**src/verilog/oidf_consts.svh**
```systemverilog
// constants for the octal input debounce filter
// Functional notes
// fast channels pass straight, no filtering
// slow channels go through debounce filter
// fixed 4 us low-pass always precedes debounce
// per-channel two-bit delay; 00 adds none
// delay codes 01/10/11 give 10/30/100 ms
// mode: 00 deglitch, 01 low-pass, 1x blanking
// parallel variant: low-pass only, fixed delay
// deglitch: output follows after stable debounce time
// deglitch: short changes are discarded
// sensor on reads 1, off reads 0
// outputs follow inputs after filtering
// open input reports logic low
// lockout: outputs hold, do not track
// low-pass: non-rolling up/down counter
// blanking: immediate update, reload, blind window
// selectors packed four channels per byte
// millisecond timing from prescaled clock tick
`ifndef OIDF_CONSTS_SVH
`define OIDF_CONSTS_SVH
`define OIDF_CLK_HZ        50_000_000
`define OIDF_FIXED_NS      4000
`define OIDF_FIXED_CYC     ((`OIDF_FIXED_NS * (`OIDF_CLK_HZ / 1_000_000) + 999) / 1000)
`define OIDF_TICK_US       1000
`define OIDF_TICK_CYC      (`OIDF_TICK_US * (`OIDF_CLK_HZ / 1_000_000))
`define OIDF_DLY_MS_01     10
`define OIDF_DLY_MS_10     30
`define OIDF_DLY_MS_11     100
`define OIDF_MODE_DEGLITCH 2'b00
`define OIDF_MODE_LOWPASS  2'b01
`define OIDF_SEL_W         2
`define OIDF_CH_PER_BYTE   4
`endif

```
**src/verilog/oidf_pkg.sv**
```systemverilog
// types for the octal input debounce filter
package oidf_pkg;
    typedef enum logic [1:0] {
        OIDF_DLY_NONE = 2'b00,
        OIDF_DLY_SHORT = 2'b01,
        OIDF_DLY_MED = 2'b10,
        OIDF_DLY_LONG = 2'b11
    } oidf_dly_e;
    typedef struct packed {
        logic [7:0] mode_lo;
        logic [7:0] mode_hi;
        logic [7:0] dly_lo;
        logic [7:0] dly_hi;
    } oidf_cfg_s;
    typedef logic [6:0] oidf_ms_t;
endpackage

```
**src/verilog/oidf_channel.sv**
```systemverilog
// one slow channel: fixed low-pass stage plus configurable debounce filter
`timescale 1ns/1ps
`include "oidf_consts.svh"
module oidf_channel
    import oidf_pkg::*;
#(
    parameter int FIXED_CYC = `OIDF_FIXED_CYC
) (
    input  wire logic       i_ref_clk,
    input  wire logic       i_reset,
    input  wire logic       i_ce,
    input  wire logic       i_hold,
    input  wire logic       i_tick,
    input  wire logic       i_in,
    input  wire logic [1:0] i_mode,
    input  wire oidf_ms_t   i_limit,
    output logic            o_out
);
    localparam int FW = $clog2(FIXED_CYC + 1);
    if (FIXED_CYC < 1) begin : g_bad_fixed
        $error("FIXED_CYC must be at least 1");
    end
    logic [FW-1:0] fcnt;
    logic          fixed_out;
    oidf_ms_t      cnt;
    logic          last_in;
    logic          deb;
    logic          zero_dly;
    assign zero_dly = (i_limit == '0);

    // fixed stage: up/down counter, held at zero, cleared when the output flips, always present
    always_ff @(posedge i_ref_clk) begin
        if (i_reset) begin
            fcnt      <= '0;
            fixed_out <= 1'b0;
        end else if (i_ce && !i_hold) begin
            if (i_in != fixed_out) begin
                if (fcnt == FW'(FIXED_CYC - 1)) begin
                    fixed_out <= i_in;
                    fcnt      <= '0;
                end else begin
                    fcnt <= fcnt + 1'b1;
                end
            end else if (fcnt != '0) begin
                fcnt <= fcnt - 1'b1;
            end
        end
    end

    // debounce stage, counted in ms ticks
    always_ff @(posedge i_ref_clk) begin
        if (i_reset) begin
            cnt     <= '0;
            last_in <= 1'b0;
            deb     <= 1'b0;
        end else if (i_ce && !i_hold) begin
            last_in <= fixed_out;
            if (zero_dly) begin
                deb <= fixed_out;
                cnt <= '0;
            end else if (i_mode == `OIDF_MODE_DEGLITCH) begin
                if (fixed_out != last_in || fixed_out == deb) begin
                    cnt <= '0;
                end else if (i_tick) begin
                    if (cnt >= i_limit) begin
                        deb <= fixed_out;
                        cnt <= '0;
                    end else begin
                        cnt <= cnt + 1'b1;
                    end
                end
            end else if (i_mode == `OIDF_MODE_LOWPASS) begin
                if (i_tick) begin
                    if (fixed_out != deb) begin
                        if (cnt + 1'b1 >= i_limit) begin
                            deb <= fixed_out;
                            cnt <= '0;
                        end else begin
                            cnt <= cnt + 1'b1;
                        end
                    end else if (cnt != '0) begin
                        cnt <= cnt - 1'b1;
                    end
                end
            end else begin
                if (fixed_out != last_in) begin
                    cnt <= i_limit;
                    if (cnt == '0) begin
                        deb <= fixed_out;
                    end
                end else if (cnt == '0) begin
                    deb <= fixed_out;
                end else if (i_tick) begin
                    cnt <= cnt - 1'b1;
                end
            end
        end
    end
    assign o_out = deb;

    a_lp_saturate: assert property (@(posedge i_ref_clk) disable iff (i_reset)
        (i_ce && !i_hold && i_mode == `OIDF_MODE_LOWPASS && !zero_dly) |=> (cnt <= i_limit))
        else $error("low-pass counter passed its limit");
    a_dg_stable: assert property (@(posedge i_ref_clk) disable iff (i_reset)
        (i_ce && !i_hold && i_mode == `OIDF_MODE_DEGLITCH && !zero_dly && fixed_out != last_in)
        |=> $stable(deb))
        else $error("deglitch output moved on an unstable input");
    a_zero_follow: assert property (@(posedge i_ref_clk) disable iff (i_reset)
        (i_ce && !i_hold && zero_dly) |=> (deb == $past(fixed_out)))
        else $error("zero delay did not follow fixed stage");
endmodule

```
**src/verilog/oidf_top.sv**
```systemverilog
// octal input debounce filter: fast pass-through and eight filtered slow channels
`timescale 1ns/1ps
`include "oidf_consts.svh"
module oidf_top
    import oidf_pkg::*;
#(
    parameter int        N_CH        = 8,
    parameter int        TICK_CYC    = `OIDF_TICK_CYC,
    parameter bit        PARALLEL    = 1'b0,
    parameter logic [1:0] FIXED_DLY  = 2'b00
) (
    input  wire logic            i_ref_clk,
    input  wire logic            i_reset,
    input  wire logic            i_ce,
    input  wire logic            i_supply_lockout,
    input  wire logic [N_CH-1:0] i_fast_field_input,
    input  wire logic [N_CH-1:0] i_slow_field_input,
    input  wire oidf_cfg_s       i_cfg,
    output logic [N_CH-1:0]      o_fast_channel_output,
    output logic [N_CH-1:0]      o_slow_channel_output
);
    if (N_CH != 8) begin : g_bad_nch
        $error("N_CH must be 8");
    end
    if (TICK_CYC < 2) begin : g_bad_tick
        $error("TICK_CYC too small");
    end
    localparam int TW = $clog2(TICK_CYC);

    logic [N_CH-1:0] s1;
    logic [N_CH-1:0] s2;
    logic [N_CH-1:0] s3;
    logic [N_CH-1:0] slow_in;
    logic [N_CH-1:0] f1;
    logic [N_CH-1:0] f2;
    logic [N_CH-1:0] f3;
    logic [2:0]      lk;
    logic [TW-1:0]   pre;
    logic            tick;
    logic            hold;
    logic [N_CH-1:0] filt;
    logic [15:0]     mode_all;
    logic [15:0]     dly_all;

    // three-flop synchronisers, change taken when stages two and three agree
    always_ff @(posedge i_ref_clk) begin
        if (i_reset) begin
            s1 <= '0;
            s2 <= '0;
            s3 <= '0;
            f1 <= '0;
            f2 <= '0;
            f3 <= '0;
            lk <= '0;
            hold <= 1'b0;
            slow_in <= '0;
        end else if (i_ce) begin
            s1 <= i_slow_field_input;
            s2 <= s1;
            s3 <= s2;
            f1 <= i_fast_field_input;
            f2 <= f1;
            f3 <= f2;
            lk <= {lk[1:0], i_supply_lockout};
            if (lk[1] == lk[2]) begin
                hold <= lk[2];
            end
            for (int k = 0; k < N_CH; k++) begin
                if (s2[k] == s3[k]) begin
                    slow_in[k] <= s3[k];
                end
            end
        end
    end
    // millisecond tick prescaler
    always_ff @(posedge i_ref_clk) begin
        if (i_reset) begin
            pre  <= '0;
            tick <= 1'b0;
        end else if (i_ce) begin
            tick <= (pre == TW'(TICK_CYC - 1));
            if (pre == TW'(TICK_CYC - 1)) begin
                pre <= '0;
            end else begin
                pre <= pre + 1'b1;
            end
        end
    end

    // selectors: four channels a byte, channel 0 in the low bits
    assign mode_all = {i_cfg.mode_hi, i_cfg.mode_lo};
    assign dly_all  = {i_cfg.dly_hi, i_cfg.dly_lo};

    function automatic oidf_ms_t limit_of(input logic [1:0] code);
        case (oidf_dly_e'(code))
            OIDF_DLY_NONE:  limit_of = '0;
            OIDF_DLY_SHORT: limit_of = 7'(`OIDF_DLY_MS_01);
            OIDF_DLY_MED:   limit_of = 7'(`OIDF_DLY_MS_10);
            OIDF_DLY_LONG:  limit_of = 7'(`OIDF_DLY_MS_11);
            default:        limit_of = '0;
        endcase
    endfunction

    for (genvar g = 0; g < N_CH; g++) begin : g_ch
        logic [1:0] m;
        logic [1:0] d;
        assign m = PARALLEL ? `OIDF_MODE_LOWPASS : mode_all[g*`OIDF_SEL_W +: `OIDF_SEL_W];
        assign d = PARALLEL ? FIXED_DLY : dly_all[g*`OIDF_SEL_W +: `OIDF_SEL_W];
        oidf_channel u_ch (
            .i_ref_clk (i_ref_clk),
            .i_reset   (i_reset),
            .i_ce      (i_ce),
            .i_hold    (hold),
            .i_tick    (tick),
            .i_in      (slow_in[g]),
            .i_mode    (m),
            .i_limit   (limit_of(d)),
            .o_out     (filt[g])
        );
    end

    // output registers; frozen during supply lockout
    always_ff @(posedge i_ref_clk) begin
        if (i_reset) begin
            o_fast_channel_output <= '0;
            o_slow_channel_output <= '0;
        end else if (i_ce && !hold) begin
            for (int k = 0; k < N_CH; k++) begin
                if (f2[k] == f3[k]) begin
                    o_fast_channel_output[k] <= f3[k];
                end
            end
            o_slow_channel_output <= filt;
        end
    end

    a_fast_pass: assert property (@(posedge i_ref_clk) disable iff (i_reset)
        (i_ce && !hold && f2 == f3) |=> (o_fast_channel_output == $past(f3)))
        else $error("fast output did not pass input");
    a_lock_hold: assert property (@(posedge i_ref_clk) disable iff (i_reset)
        (hold) |=> $stable(o_slow_channel_output))
        else $error("slow output moved during lockout");
    a_tick_period: assert property (@(posedge i_ref_clk) disable iff (i_reset)
        (i_ce && tick) |=> !tick)
        else $error("tick lasted more than one cycle");
    a_slow_follow: assert property (@(posedge i_ref_clk) disable iff (i_reset)
        (i_ce && !hold) |=> (o_slow_channel_output == $past(filt)))
        else $error("slow output did not take filter result");
    a_sync_agree: assert property (@(posedge i_ref_clk) disable iff (i_reset)
        (i_ce && s2 == s3) |=> (slow_in == $past(s3)))
        else $error("synchroniser did not take agreed value");
endmodule

```
**config.mk**
```make
export PLATFORM = sky130hd
export DESIGN_NAME = oidf_top
export DESIGN_NICKNAME = d
export VERILOG_FILES = /design/src/verilog/oidf_pkg.sv /design/src/verilog/oidf_channel.sv /design/src/verilog/oidf_top.sv
export VERILOG_INCLUDE_DIRS = /design/src /design/src/verilog
export SDC_FILE = /design/constraint.sdc
export NUM_CORES = 1
export LEC_CHECK = 0
export CAP_MARGIN = 5
export CORE_MARGIN = 5
export CORE_UTILIZATION = 55
export DETAILED_ROUTE_END_ITERATION = 8
export DONT_BUFFER_PORTS = 1
export PLACE_DENSITY = 0.77
export SETUP_SLACK_MARGIN = 0.05
export SLEW_MARGIN = 20
export SYNTH_ARGS = -nofsm -noshare
export SYNTH_HDL_FRONTEND = slang
export SYNTH_SLANG_ARGS = --single-unit
export TNS_END_PERCENT = 100
```
**constraint.sdc**
```tcl
create_clock -name i_ref_clk -period 4.1 [get_ports i_ref_clk]
set_input_delay 0.82 -clock i_ref_clk [delete_from_list [all_inputs] [get_ports i_ref_clk]]
set_output_delay 0.82 -clock i_ref_clk [all_outputs]
set_load 0.01 [all_outputs]
```
Word level (Yosys, flattened, before mapping)
Index checks and enable logic that the tools add are counted.
Word-level totals
  output and inout bits: 16
  logic and storage cells: 634
  register bits: 237
  input port bits: 52
Operators by class
  $lt $le $gt $ge: 16
  reduce and logical (&&, ||, !) cells: 131
  add/sub/neg operators: 33
  mux-type cells: 217
  equality and inequality tests: 170
Operators by type and width (number)
  $mux 7: 104
  $pmux 7 s4: 8
  $mux 8: 24
  $ge 7x7->1: 16
  $logic_not 7->1: 16
  $ne 3x2->1 const B: 32
  $ne 4x2->1 const B: 24
  $mux 1: 80
  $add 8x1->8 const B: 8
  $eq 8x8->1 const B: 8
  $reduce_and 8->1: 8
  $reduce_bool 8->1: 8
  $sub 8x1->8 const B: 8
  $add 7x1->7 const B: 8
  $reduce_bool 7->1: 8
  $sub 7x1->7 const B: 8
  $reduce_and 2->1: 25
  $reduce_and 6->1: 8
  $ne 5x1->1 const B: 8
  $ne 5x3->1 const B: 8
  $reduce_bool 5->1: 8
  $eq 2x1->1 const B: 16
  $eq 2x2->1 const B: 16
  $logic_not 2->1: 16
  other kinds (12): 94

Longest topological paths before layout
Gate-level depths: netlist of the first run.
  depth after elaboration: 9
  mapped depth: 12
  mapped depth without buffers: 11

Cells and area by module
From an unflattened synthesis of the first run, not the netlist that was laid out.
Second synthesis, totals
  cell total of the unflattened synthesis: 2491
  area, all modules: 19941.6 um^2
Modules (own cells, without submodules)
  oidf_channel: area each 2001.9 um^2, cells an instance 258, sequential area each 360.3 um^2, instances 8
  oidf_top: area each 3926.3 um^2, cells an instance 427, sequential area each 1861.8 um^2, instances 1

Least setup slack after synthesis of the first run
Ideal clock, no wire load.
  path type: input to register
  start: input i_cfg[6] (netlist name)
  end: register g_ch[7].u_ch.cnt[6]
  data required time: 4.041 ns
  path slack: 1.390 ns
  path buffers: 0
  setup time: 0.059 ns
  arrival time: 2.651 ns
  cell stages on the path: 9
  cells stage by stage: inv_1 > ha_1 > ha_1 > a21bo_2 > a21oi_1 > o21ai_0 > and3_1 > o41ai_1 > a22o_1
On the way
  longest elaborated chain between the ends: 9
  elaborated cells on any way between the ends: 24
  those cells by class: 2 x order compare; 7 x eq/ne; 11 x mux; 4 x reduce/logical
Ends and longest elaborated chain
  start: declaration: line oidf_top.sv:18  | input wire oidf_cfg_s i_cfg,
  $eq 2x2->1 (tied with other cells): line oidf_top.sv:95  | case (oidf_dly_e'(code))
  $pmux 7 s4 (*): line oidf_top.sv:95
  $ge 7x7->1: line oidf_channel.sv:75  | if (cnt + 1'b1 >= i_limit) begin
  $mux 7: line oidf_channel.sv:75
  $mux 7: line oidf_channel.sv:74  | if (fixed_out != deb) begin
  $mux 7: line oidf_channel.sv:73  | if (i_tick) begin
  $mux 7: line oidf_channel.sv:72  | end else if (i_mode == `OIDF_MODE_LOWPASS) begin
  $mux 7: line oidf_channel.sv:61  | end else if (i_mode == `OIDF_MODE_DEGLITCH) begin
  $mux 7: line oidf_channel.sv:58  | if (zero_dly) begin
  end signal: assignment: line oidf_channel.sv:69  | cnt <= cnt + 1'b1;
  end signal: assignment: line oidf_channel.sv:79  | cnt <= cnt + 1'b1;
  end signal: assignment: line oidf_channel.sv:82  | cnt <= cnt - 1'b1;
  end: declaration: line oidf_channel.sv:25  | oidf_ms_t cnt;
Mark *: on every way between the ends. The rest lies on a longest branch, timed or not. The select of a mux whose other input is x is not followed.
A chain may end at the register's enable or synchronous reset.

Worst setup path in the final report of the first run
  start: register g_ch[5].u_ch.cnt[0]
  end: register g_ch[5].u_ch.cnt[0]
On the way
  longest elaborated chain between the ends: 8
  elaborated cells on any way between the ends: 23
  those cells by class: 2 x add/sub; 2 x order compare; 2 x eq/ne; 13 x mux; 4 x reduce/logical
Ends and longest elaborated chain (line)
  start: declaration: oidf_channel.sv:25
  start signal: assignment: oidf_channel.sv:69
  start signal: assignment: oidf_channel.sv:79
  start signal: assignment: oidf_channel.sv:82
  $add 7x1->7: oidf_channel.sv:69, oidf_channel.sv:75, oidf_channel.sv:79
  $ge 7x7->1: oidf_channel.sv:75
  $mux 7: oidf_channel.sv:75
  $mux 7: oidf_channel.sv:74
  $mux 7: oidf_channel.sv:73
  $mux 7: oidf_channel.sv:72
  $mux 7: oidf_channel.sv:61
  $mux 7: oidf_channel.sv:58
Parallel ways exist; a longest one is shown, timed or not. The select of a mux whose other input is x is not followed.

==> results of run 1 <==
-- area by class of cell --
cell class | count | area (um^2)
Sequential cell | 237 | 4740
Inverter | 124 | 465
Clock inverter | 16 | 244
Clock buffer | 36 | 771
Timing Repair Buffer | 9 | 67.6
Tap cell | 455 | 569
Fill cell | 3116 | 14200
Multi-Input combinational cell | 1983 | 13400
-- synthesized netlist by cell type, drive strengths merged (24+ instances only) --
cell,instances,area [um^2]
nor2,264,993
o22ai,28,181
o211ai,24,185
xor2,66,586
nand4,36,225
or3,33,208
dfxtp,237,4740
nor4,27,194
a21o,26,195
ha,169,2110
nor3,50,250
o21ai,118,598
nand2,216,811
buf,57,310
mux2i,74,741
xnor2,88,801
a31oi,33,213
inv,124,465
and3,41,257
clkbuf,89,334
nand2b,27,169
nor2b,29,181
a21oi,196,981
a211oi,37,315
nand3,68,340
-- state kept, by name, indices dropped and copies added (netlist names) --
name,count
f1,8
f2,8
f3,8
g_ch.u_ch.cnt,56
g_ch.u_ch.fcnt,64
g_ch.u_ch.fixed_out,8
g_ch.u_ch.last_in,8
g_ch.u_ch.o_out,8
hold,1
lk,3
o_fast_channel_output,8
o_slow_channel_output,8
pre,16
s1,8
s2,8
s3,8
slow_in,8
tick,1
-- per-stage QoR --
stage	area, um^2	util	hold slack, ns	power (mW)
global route	20300	0.588	0.316	11.4
detailed placement	19300	0.558	0.441	7.77
floorplan	19300	-	0.431	7.05
finish	20300	0.588	0.336	10.5
global placement	19300	0.558	0.433	7.59
CTS	20300	0.587	0.297	10.5
-- cells in the final DEF, fill, tap and decap left out, types with 12 or more instances in the layout --
master,instances
nor2b_1,29
clkbuf_16,28
nand3_1,68
o31ai_1,21
and2_1,15
and3_1,41
inv_1,123
a32o_1,20
xnor2_1,84
nor4b_1,12
nand4_1,36
nor3b_1,20
a21o_1,26
mux2i_1,74
nor4_1,23
a21oi_1,196
a22oi_1,20
ha_1,169
o211ai_1,23
a211o_1,13
a31oi_1,32
o21ai_0,113
nor3_1,50
o22ai_1,27
a22o_1,14
nor2_1,262
dfxtp_1,237
or3_1,32
a211oi_1,31
nand2_1,216
nand2b_1,26
a41oi_1,12
xor2_1,64
-- routing by layer --
metal  up-vias  routed length, um
met3        85               3290
met1      8557              21800
li1       8884                  -
met5         -                  0
met2       683              22700
met4         0               1090
-- power by group through the flow --
stage          combinational (mW)  clock (mW)  sequential (mW)
4_1_cts                      4.37        2.75             3.39
5_1_grt                      5.00        2.86             3.50
3_5_place_dp                 4.33           0             3.44
6_report                     4.43        2.69             3.42
2_1_floorplan                4.03           0             3.02
3_3_place_gp                 4.18           0             3.41
-- logic make-up after synthesis --
group	after synthesis	share of synthesized area
compound gates	698	0.248
xor+xnor	154	0.0720
fa+ha+maj	169	0.110
buf+inv	270	0.0576
flops	237	0.246
mux	76	0.0396
simple gates	886	0.226
-- worst max-delay path by stage --
stage,from,endpoint,cells past startpoint
detailed placement,g_ch[5].u_ch.cnt[0]$_SDFFE_PP0P_,g_ch[5].u_ch.cnt[0]$_SDFFE_PP0P_,10
finish,g_ch[5].u_ch.cnt[0]$_SDFFE_PP0P_,g_ch[5].u_ch.cnt[0]$_SDFFE_PP0P_,10
floorplan,i_cfg[6],g_ch[7].u_ch.cnt[6]$_SDFFE_PP0P_,9
global route,g_ch[5].u_ch.cnt[0]$_SDFFE_PP0P_,g_ch[5].u_ch.cnt[0]$_SDFFE_PP0P_,10
CTS,g_ch[5].u_ch.cnt[0]$_SDFFE_PP0P_,g_ch[5].u_ch.cnt[0]$_SDFFE_PP0P_,10
global placement,i_cfg[14],g_ch[3].u_ch.o_out$_SDFFE_PP0P_,9
==> results.md, run 1 <==
- Antenna violations before repair: 0
- Post-route setup slack: 1.05 ns
- Final worst-path cycle share: 0.745
- DR DRC count: 0
- Worst path bufs/invs: 0
- Global Route Usage Sum: 0.238
- Hold-fix buffers, CTS: 0
- Ports: 68
- CTS H-tree lvls: 1
- R2R depth: 10
- CORE AREA: 0.0345 mm^2
- Met1 Use GR: 0.323
- Top Family by Delay on Critical Path: compound AO/OA/AOI/OAI gates
- First-pass GRT wire length: 81600 um
- Finished Layout Cells: 2860
- CTS tree: built
- R2R setup slack: 1.05 ns
- Reg-to-Reg End: g_ch[5].u_ch.cnt[0]$_SDFFE_PP0P_
- Site Rows: 68
- GR Util met3: 0.0338
- Synth warnings: 0
- Nets: 2604
- Clock skew: 0.0301 ns
- TritonRoute pass-1 iters: 6
- Clock tree root driver cell: clkbuf_16
- Wire length per cell: 17.1 um
- Sw Share: 0.395
- Remaining global-route overflow: 0
- Met2 Usage GRT: 0.398
- Port Buffers: 0
- Hold Path Origin: i_reset
- DR vias/cell: 6.37
- CP Capture Type: register
- Number of synthesized register bits: 237
- DR iter-0 viols: 1798
- Routed via count: 18209
- Die H: 197 um
- Critical Path, Cell by Cell: ha_1 -> nand3_1 -> xnor2_1 -> ha_1 -> and3_1 -> o21ai_0 -> a31oi_1 -> nor3_1 -> o311ai_0 -> a21oi_1
- Proportion of layout cells with a drive suffix above 1: 0.0470
- Final ANT Viol Nets: 0
- Worst Setup Start Kind: register
- Dpl cells: 2808
- Maximum VDD drop: 0.449 mV
- Post-Synthesis Cells: 2490
- Postcts setup bufs: 0
- RSZ-0062 raised after global routing: false
- Hold Crit Endpoint: g_ch[5].u_ch.fcnt[5]$_SDFFE_PP0P_
- Number of global-route vias before repair: 17068
- CTS clock-pin slew for the worst setup and hold paths: 0.06 ns
- Sequential share of the synthesized area: 0.246
- Die ar.: 0.0389 mm^2
- Post-synth EDFFs: 0
- Ys async rst share: 0
- Slew HR: 0.250
- Pwr dens: 520 mW/mm^2
- Status: finished, final reports clean
- Critical path peak fanout: 7
- Gate power share: 0.420
- Min-delay worst type: input pin to register
- Grt peak-use layer: met2
- Final hold violation count: 0
- Crit path kind: register to register
- Fin crit period: 3.05 ns
- Internal Power: 6.38 mW
- CTS resizes: 0
- Post-DP HPWL: 34500 um
- Fmax: 327 MHz
- Syn Area/Cell: 7.74 um^2
- Crit path top cell by count: ha_1
- Max Buffers Root-to-Sink: 3
- Highest-delay cell along the critical path: dfxtp_1
- Least-Margin Pin Slew: 1.12 ns
- CP Data Arrival Time: 3.55 ns
- Net Switching: 4.16 mW
- ANT cells: 0
- Sequential fraction of design power: 0.324
- TritonCTS Sinks: 237
- Fin. max-slew vios: 0
- Placer Congestion: 0.975
- Total Wirelength: 48900 um
- Largest net degree at the start of global routing: 186
- Die width: 197 um
- Ys flop type: dfxtp_1
- Worst slack at placement: 1.06 ns
- Cell Area, Synth: 0.0193 mm^2
- Cts bufs inserted: 28
- Area Growth Syn to Fin: 5.38%
- Hold depth: 1
- Slowest cell delay on critical path: 0.50 ns
- Initial Util: 0.558
- Post-Syn Nets: 2711
- Final setup fails: 0
- Clock Power Share: 0.255
- Clk Latency, worst-skew pair: 0.57 ns
- Leak: 8.16 nW
- TNS Setup: 0 ns
- R2r startpoint: g_ch[5].u_ch.cnt[0]$_SDFFE_PP0P_
- Maxcap violations: 0
- CP Data Required Time: 4.60 ns
- Post-synth cell types: 96
Power figures use the tool's default switching activity.
==> inputs of run 2 (changes only) <==
- ABC_AREA: unset -> 1
- clock period: 4.1 -> 3.2 ns (I/O delays scaled with it)
==> results.md, run 2 <==
- Status: finished, final reports clean
- Crit path kind: register to register
- Commonest non-fill, non-tap cell in the layout: nand2_1
- CTS tree: built
- Critical Path, Cell by Cell: ha_1 -> nand3_1 -> nor2_1 -> nand3_1 -> and2_1 -> ha_1 -> a21o_1 -> nor2_1 -> nand2_1 -> nor2_1 -> a21oi_1 -> nor2_1 -> nand2_1 -> a21oi_1
- Slew HR: 0.515 (+0.264)
- Hold Path Origin: i_reset
- Synth area leaders: dfxtp_1 24%, nand2_1 15%, ha_1 11%
- Worst Setup Start Kind: register
- Maxcap violations: 0 (unchanged)
- Fmax: 365 MHz (+12%)
- TritonCTS Sinks: 237 (unchanged)
- First-pass GRT wire length: 87600 um (+7.4%)
- Sw Share: 0.390 (-0.00439)
- Post-Syn Nets: 3412 (+26%)
- Wire length per cell: 14.4 um (-16%)
- Net Switching: 4.46 mW (+7.1%)
- CORE AREA: 0.0353 mm^2 (+2.2%)
- Fin. max-slew vios: 0 (unchanged)
- Internal Power: 6.97 mW (+9.1%)
- Ys flop type: dfxtp_1
- Hold depth: 1 (unchanged)
- Port Buffers: 0 (unchanged)
- RSZ-0062 raised after global routing: false
- Commonest cells post-synth: 765 x nand2_1, 401 x inv_1, 398 x nor2_1
- Synth warnings: 0 (unchanged)
- Global Route Usage Sum: 0.255 (+0.0176)
- Clock skew: 0.0113 ns (-0.0188 ns)
- Final ANT Viol Nets: 0 (unchanged)
- Cell accounting for the most synthesized area: dfxtp_1
- Area Growth Syn to Fin: 7.07%
- Die ar.: 0.0394 mm^2 (+1.5%)
- Clk Latency, worst-skew pair: 0.55 ns (-0.02 ns)
- Nets: 3379 (+30%)
- Total Wirelength: 52400 um (+7.1%)
- CTS resizes: 0 (unchanged)
- Largest registers: g_ch.u_ch.fcnt x64, g_ch.u_ch.cnt x56, pre x16
- Routed via count: 20449 (+12%)
- Antenna violations before repair: 0 (unchanged)
- TNS Setup: 0 ns (unchanged)
- Share of the synthesized area in the top cell type: 0.243 (-0.00376)
- Site Rows: 69 (+1.5%)
- Flip-flop count of the largest register after layout: 64 (unchanged)
- Maximum VDD drop: 0.708 mV (+58%)
- Cts bufs inserted: 28 (unchanged)
- Syn Area/Cell: 6.13 um^2 (-21%)
- Final setup fails: 0 (unchanged)
- Post-DP HPWL: 38500 um (+12%)
- Gate power share: 0.370 (-0.050)
- Fillers: 3438 (+10%)
- Final worst-path cycle share: 0.855 (+0.110)
- ANT cells: 0 (unchanged)
- CP Data Arrival Time: 3.21 ns (-0.34 ns)
- Min-delay worst type: input pin to register
- DR DRC count: 0 (unchanged)
- Cell Area, Synth: 0.0196 mm^2 (+1.6%)
- Total Power: 11.4 mW (+8.3%)
- Reg-to-Reg End: g_ch[7].u_ch.cnt[3]$_SDFFE_PP0P_
- Slowest cell delay on critical path: 0.42 ns (-0.08 ns)
- Leak: 10.1 nW (+23%)
- Number of synthesized register bits: 237 (unchanged)
- CTS clock-pin slew for the worst setup and hold paths: 0.06 ns (about the same)
- Ys async rst share: 0 (unchanged)
- Postcts setup bufs: 0 (unchanged)
- Count leader, synth: nand2_1
- Sequential fraction of design power: 0.329 (+0.005)
- Biggest register: g_ch.u_ch.fcnt
- Proportion of layout cells with a drive suffix above 1: 0.0431 (-0.00389)
- Max Buffers Root-to-Sink: 3 (unchanged)
- Worst path bufs/invs: 0 (unchanged)
- Clock tree root driver cell: clkbuf_16
- Die width: 199 um (+0.73%)
- Pwr dens: 545 mW/mm^2 (+5.0%)
- Critical path peak fanout: 6 (-1)
- Hold Crit Endpoint: g_ch[3].u_ch.cnt[5]$_SDFFE_PP0P_
- Fin crit period: 2.74 ns (-0.319 ns)
- Placer Congestion: 0.999 (+2.5%)
- Initial Util: 0.554 (-0.00365)
- DR vias/cell: 5.62 (-12%)
- DR iter-0 viols: 1819 (+1.2%)
- Post-synth cell types: 49 (-49%)
- R2r startpoint: g_ch[7].u_ch.cnt[0]$_SDFFE_PP0P_
- Crit path top cell by count: nor2_1
- Final hold violation count: 0 (unchanged)
- Post-Synthesis Cells: 3191 (+28%)
- Hold-fix buffers, CTS: 0 (unchanged)
- Sequential share of the synthesized area: 0.243 (-0.00376)
- Most frequent cells in the layout: 765 x nand2_1, 399 x inv_1, 398 x nor2_1, 268 x o21ai_0, 251 x nand3_1
- CTS H-tree lvls: 1 (unchanged)
- R2R depth: 14 (+4)
- Highest-delay cell along the critical path: dfxtp_1
- Ports: 68 (unchanged)
- Die H: 199 um (+0.73%)
- Remaining global-route overflow: 0 (unchanged)
- Least-Margin Pin Slew: 0.721 ns (-0.402 ns)
- Clock Power Share: 0.302 (+0.047)
- Top Family by Delay on Critical Path: simple AND/OR/NAND/NOR gates
- Number of global-route vias before repair: 18974 (+11%)
- Post-synth EDFFs: 0 (unchanged)
- TritonRoute pass-1 iters: 6 (unchanged)
- CP Capture Type: register
- R2R setup slack: 0.46 ns (-0.58 ns)
- CP Data Required Time: 3.67 ns (-0.93 ns)
- Largest net degree at the start of global routing: 100 (-46%)
run 2: cell types whose count changed in the layout (fill, tap and decap cells not counted), sizes merged, moves of 41 or more:
cell   before  now
nand2     216  785
inv       124  418
nand3      68  253
o21ai     118  272
nor2      264  416
xnor2      88   13
mux2i      74    0
a21oi     196  250
and3       41    0
run 2: metal layers:
metal,routed length (um),track usage,share of wire,vias to the layer above
li1,-,-,-,10401
met1,23100,0.339,0.44,9211
met2,24100,0.432,0.46,700
met3,3480,0.0317,0.067,137
met4,1620,0.0851,0.031,0
met5,0,0,0,-
run 2: power groups by stage:
stage,sequential [mW],combinational [mW],clock (mW)
after global placement,3.79,4.04,0
after floorplan,3.64,3.43,0
final,3.76,4.22,3.44
after global routing,3.81,4.85,3.66
after detailed placement,3.80,4.14,0
after CTS,3.74,4.17,3.51
run 2: logic make-up after synthesis:
logic type / Yosys count / synth area share
AOI/OAI and AO/OA: 622 / 0.172
adders and majority gates: 169 / 0.108
xor gates and xnor gates: 72 / 0.0345
buffers and inverters: 496 / 0.0971
and+or+nand+nor: 1595 / 0.346
DFF: 237 / 0.243
run 2: worst max path at each step:
stage                                      from                               end  slack [ns]  cells past startpoint
3_3_place_gp                          i_cfg[12]  g_ch[2].u_ch.cnt[5]$_SDFFE_PP0P_        0.55                     11
3_5_place_dp                          i_cfg[12]  g_ch[2].u_ch.cnt[0]$_SDFFE_PP0P_        0.51                     11
5_1_grt        g_ch[7].u_ch.cnt[0]$_SDFFE_PP0P_  g_ch[7].u_ch.cnt[1]$_SDFFE_PP0P_        0.19                     14
4_1_cts        g_ch[7].u_ch.cnt[0]$_SDFFE_PP0P_  g_ch[7].u_ch.cnt[1]$_SDFFE_PP0P_        0.51                     14
6_report       g_ch[7].u_ch.cnt[0]$_SDFFE_PP0P_  g_ch[7].u_ch.cnt[3]$_SDFFE_PP0P_        0.46                     14
2_1_floorplan                          i_cfg[4]   g_ch[6].u_ch.o_out$_SDFFE_PP0P_        0.86                     11
run 2: final cells by class:
cell class	count	area (um^2)	share of cell area
clock inverter	15	219	0.0105
tap	461	577	0.0275
sequential	237	4740	0.227
clock buffer	36	782	0.0373
timing repair buffer	12	115	0.00550
inverter	421	1590	0.0757
multi-input combinational	2458	12900	0.617
run 2: stage by stage:
step | util | worst slack, ns | std cells | area [um^2] | hold WS, ns
final | 0.593 | 0.464 | 3640 | 20900 | 0.184
after global routing | 0.593 | 0.186 | 3640 | 20900 | 0.160
after CTS | 0.593 | 0.508 | 3640 | 20900 | 0.160
after detailed placement | 0.565 | 0.514 | 3589 | 19900 | 0.457
after global placement | 0.565 | 0.547 | 3589 | 19900 | 0.450
after floorplan | - | 0.859 | 3191 | 19600 | 0.444
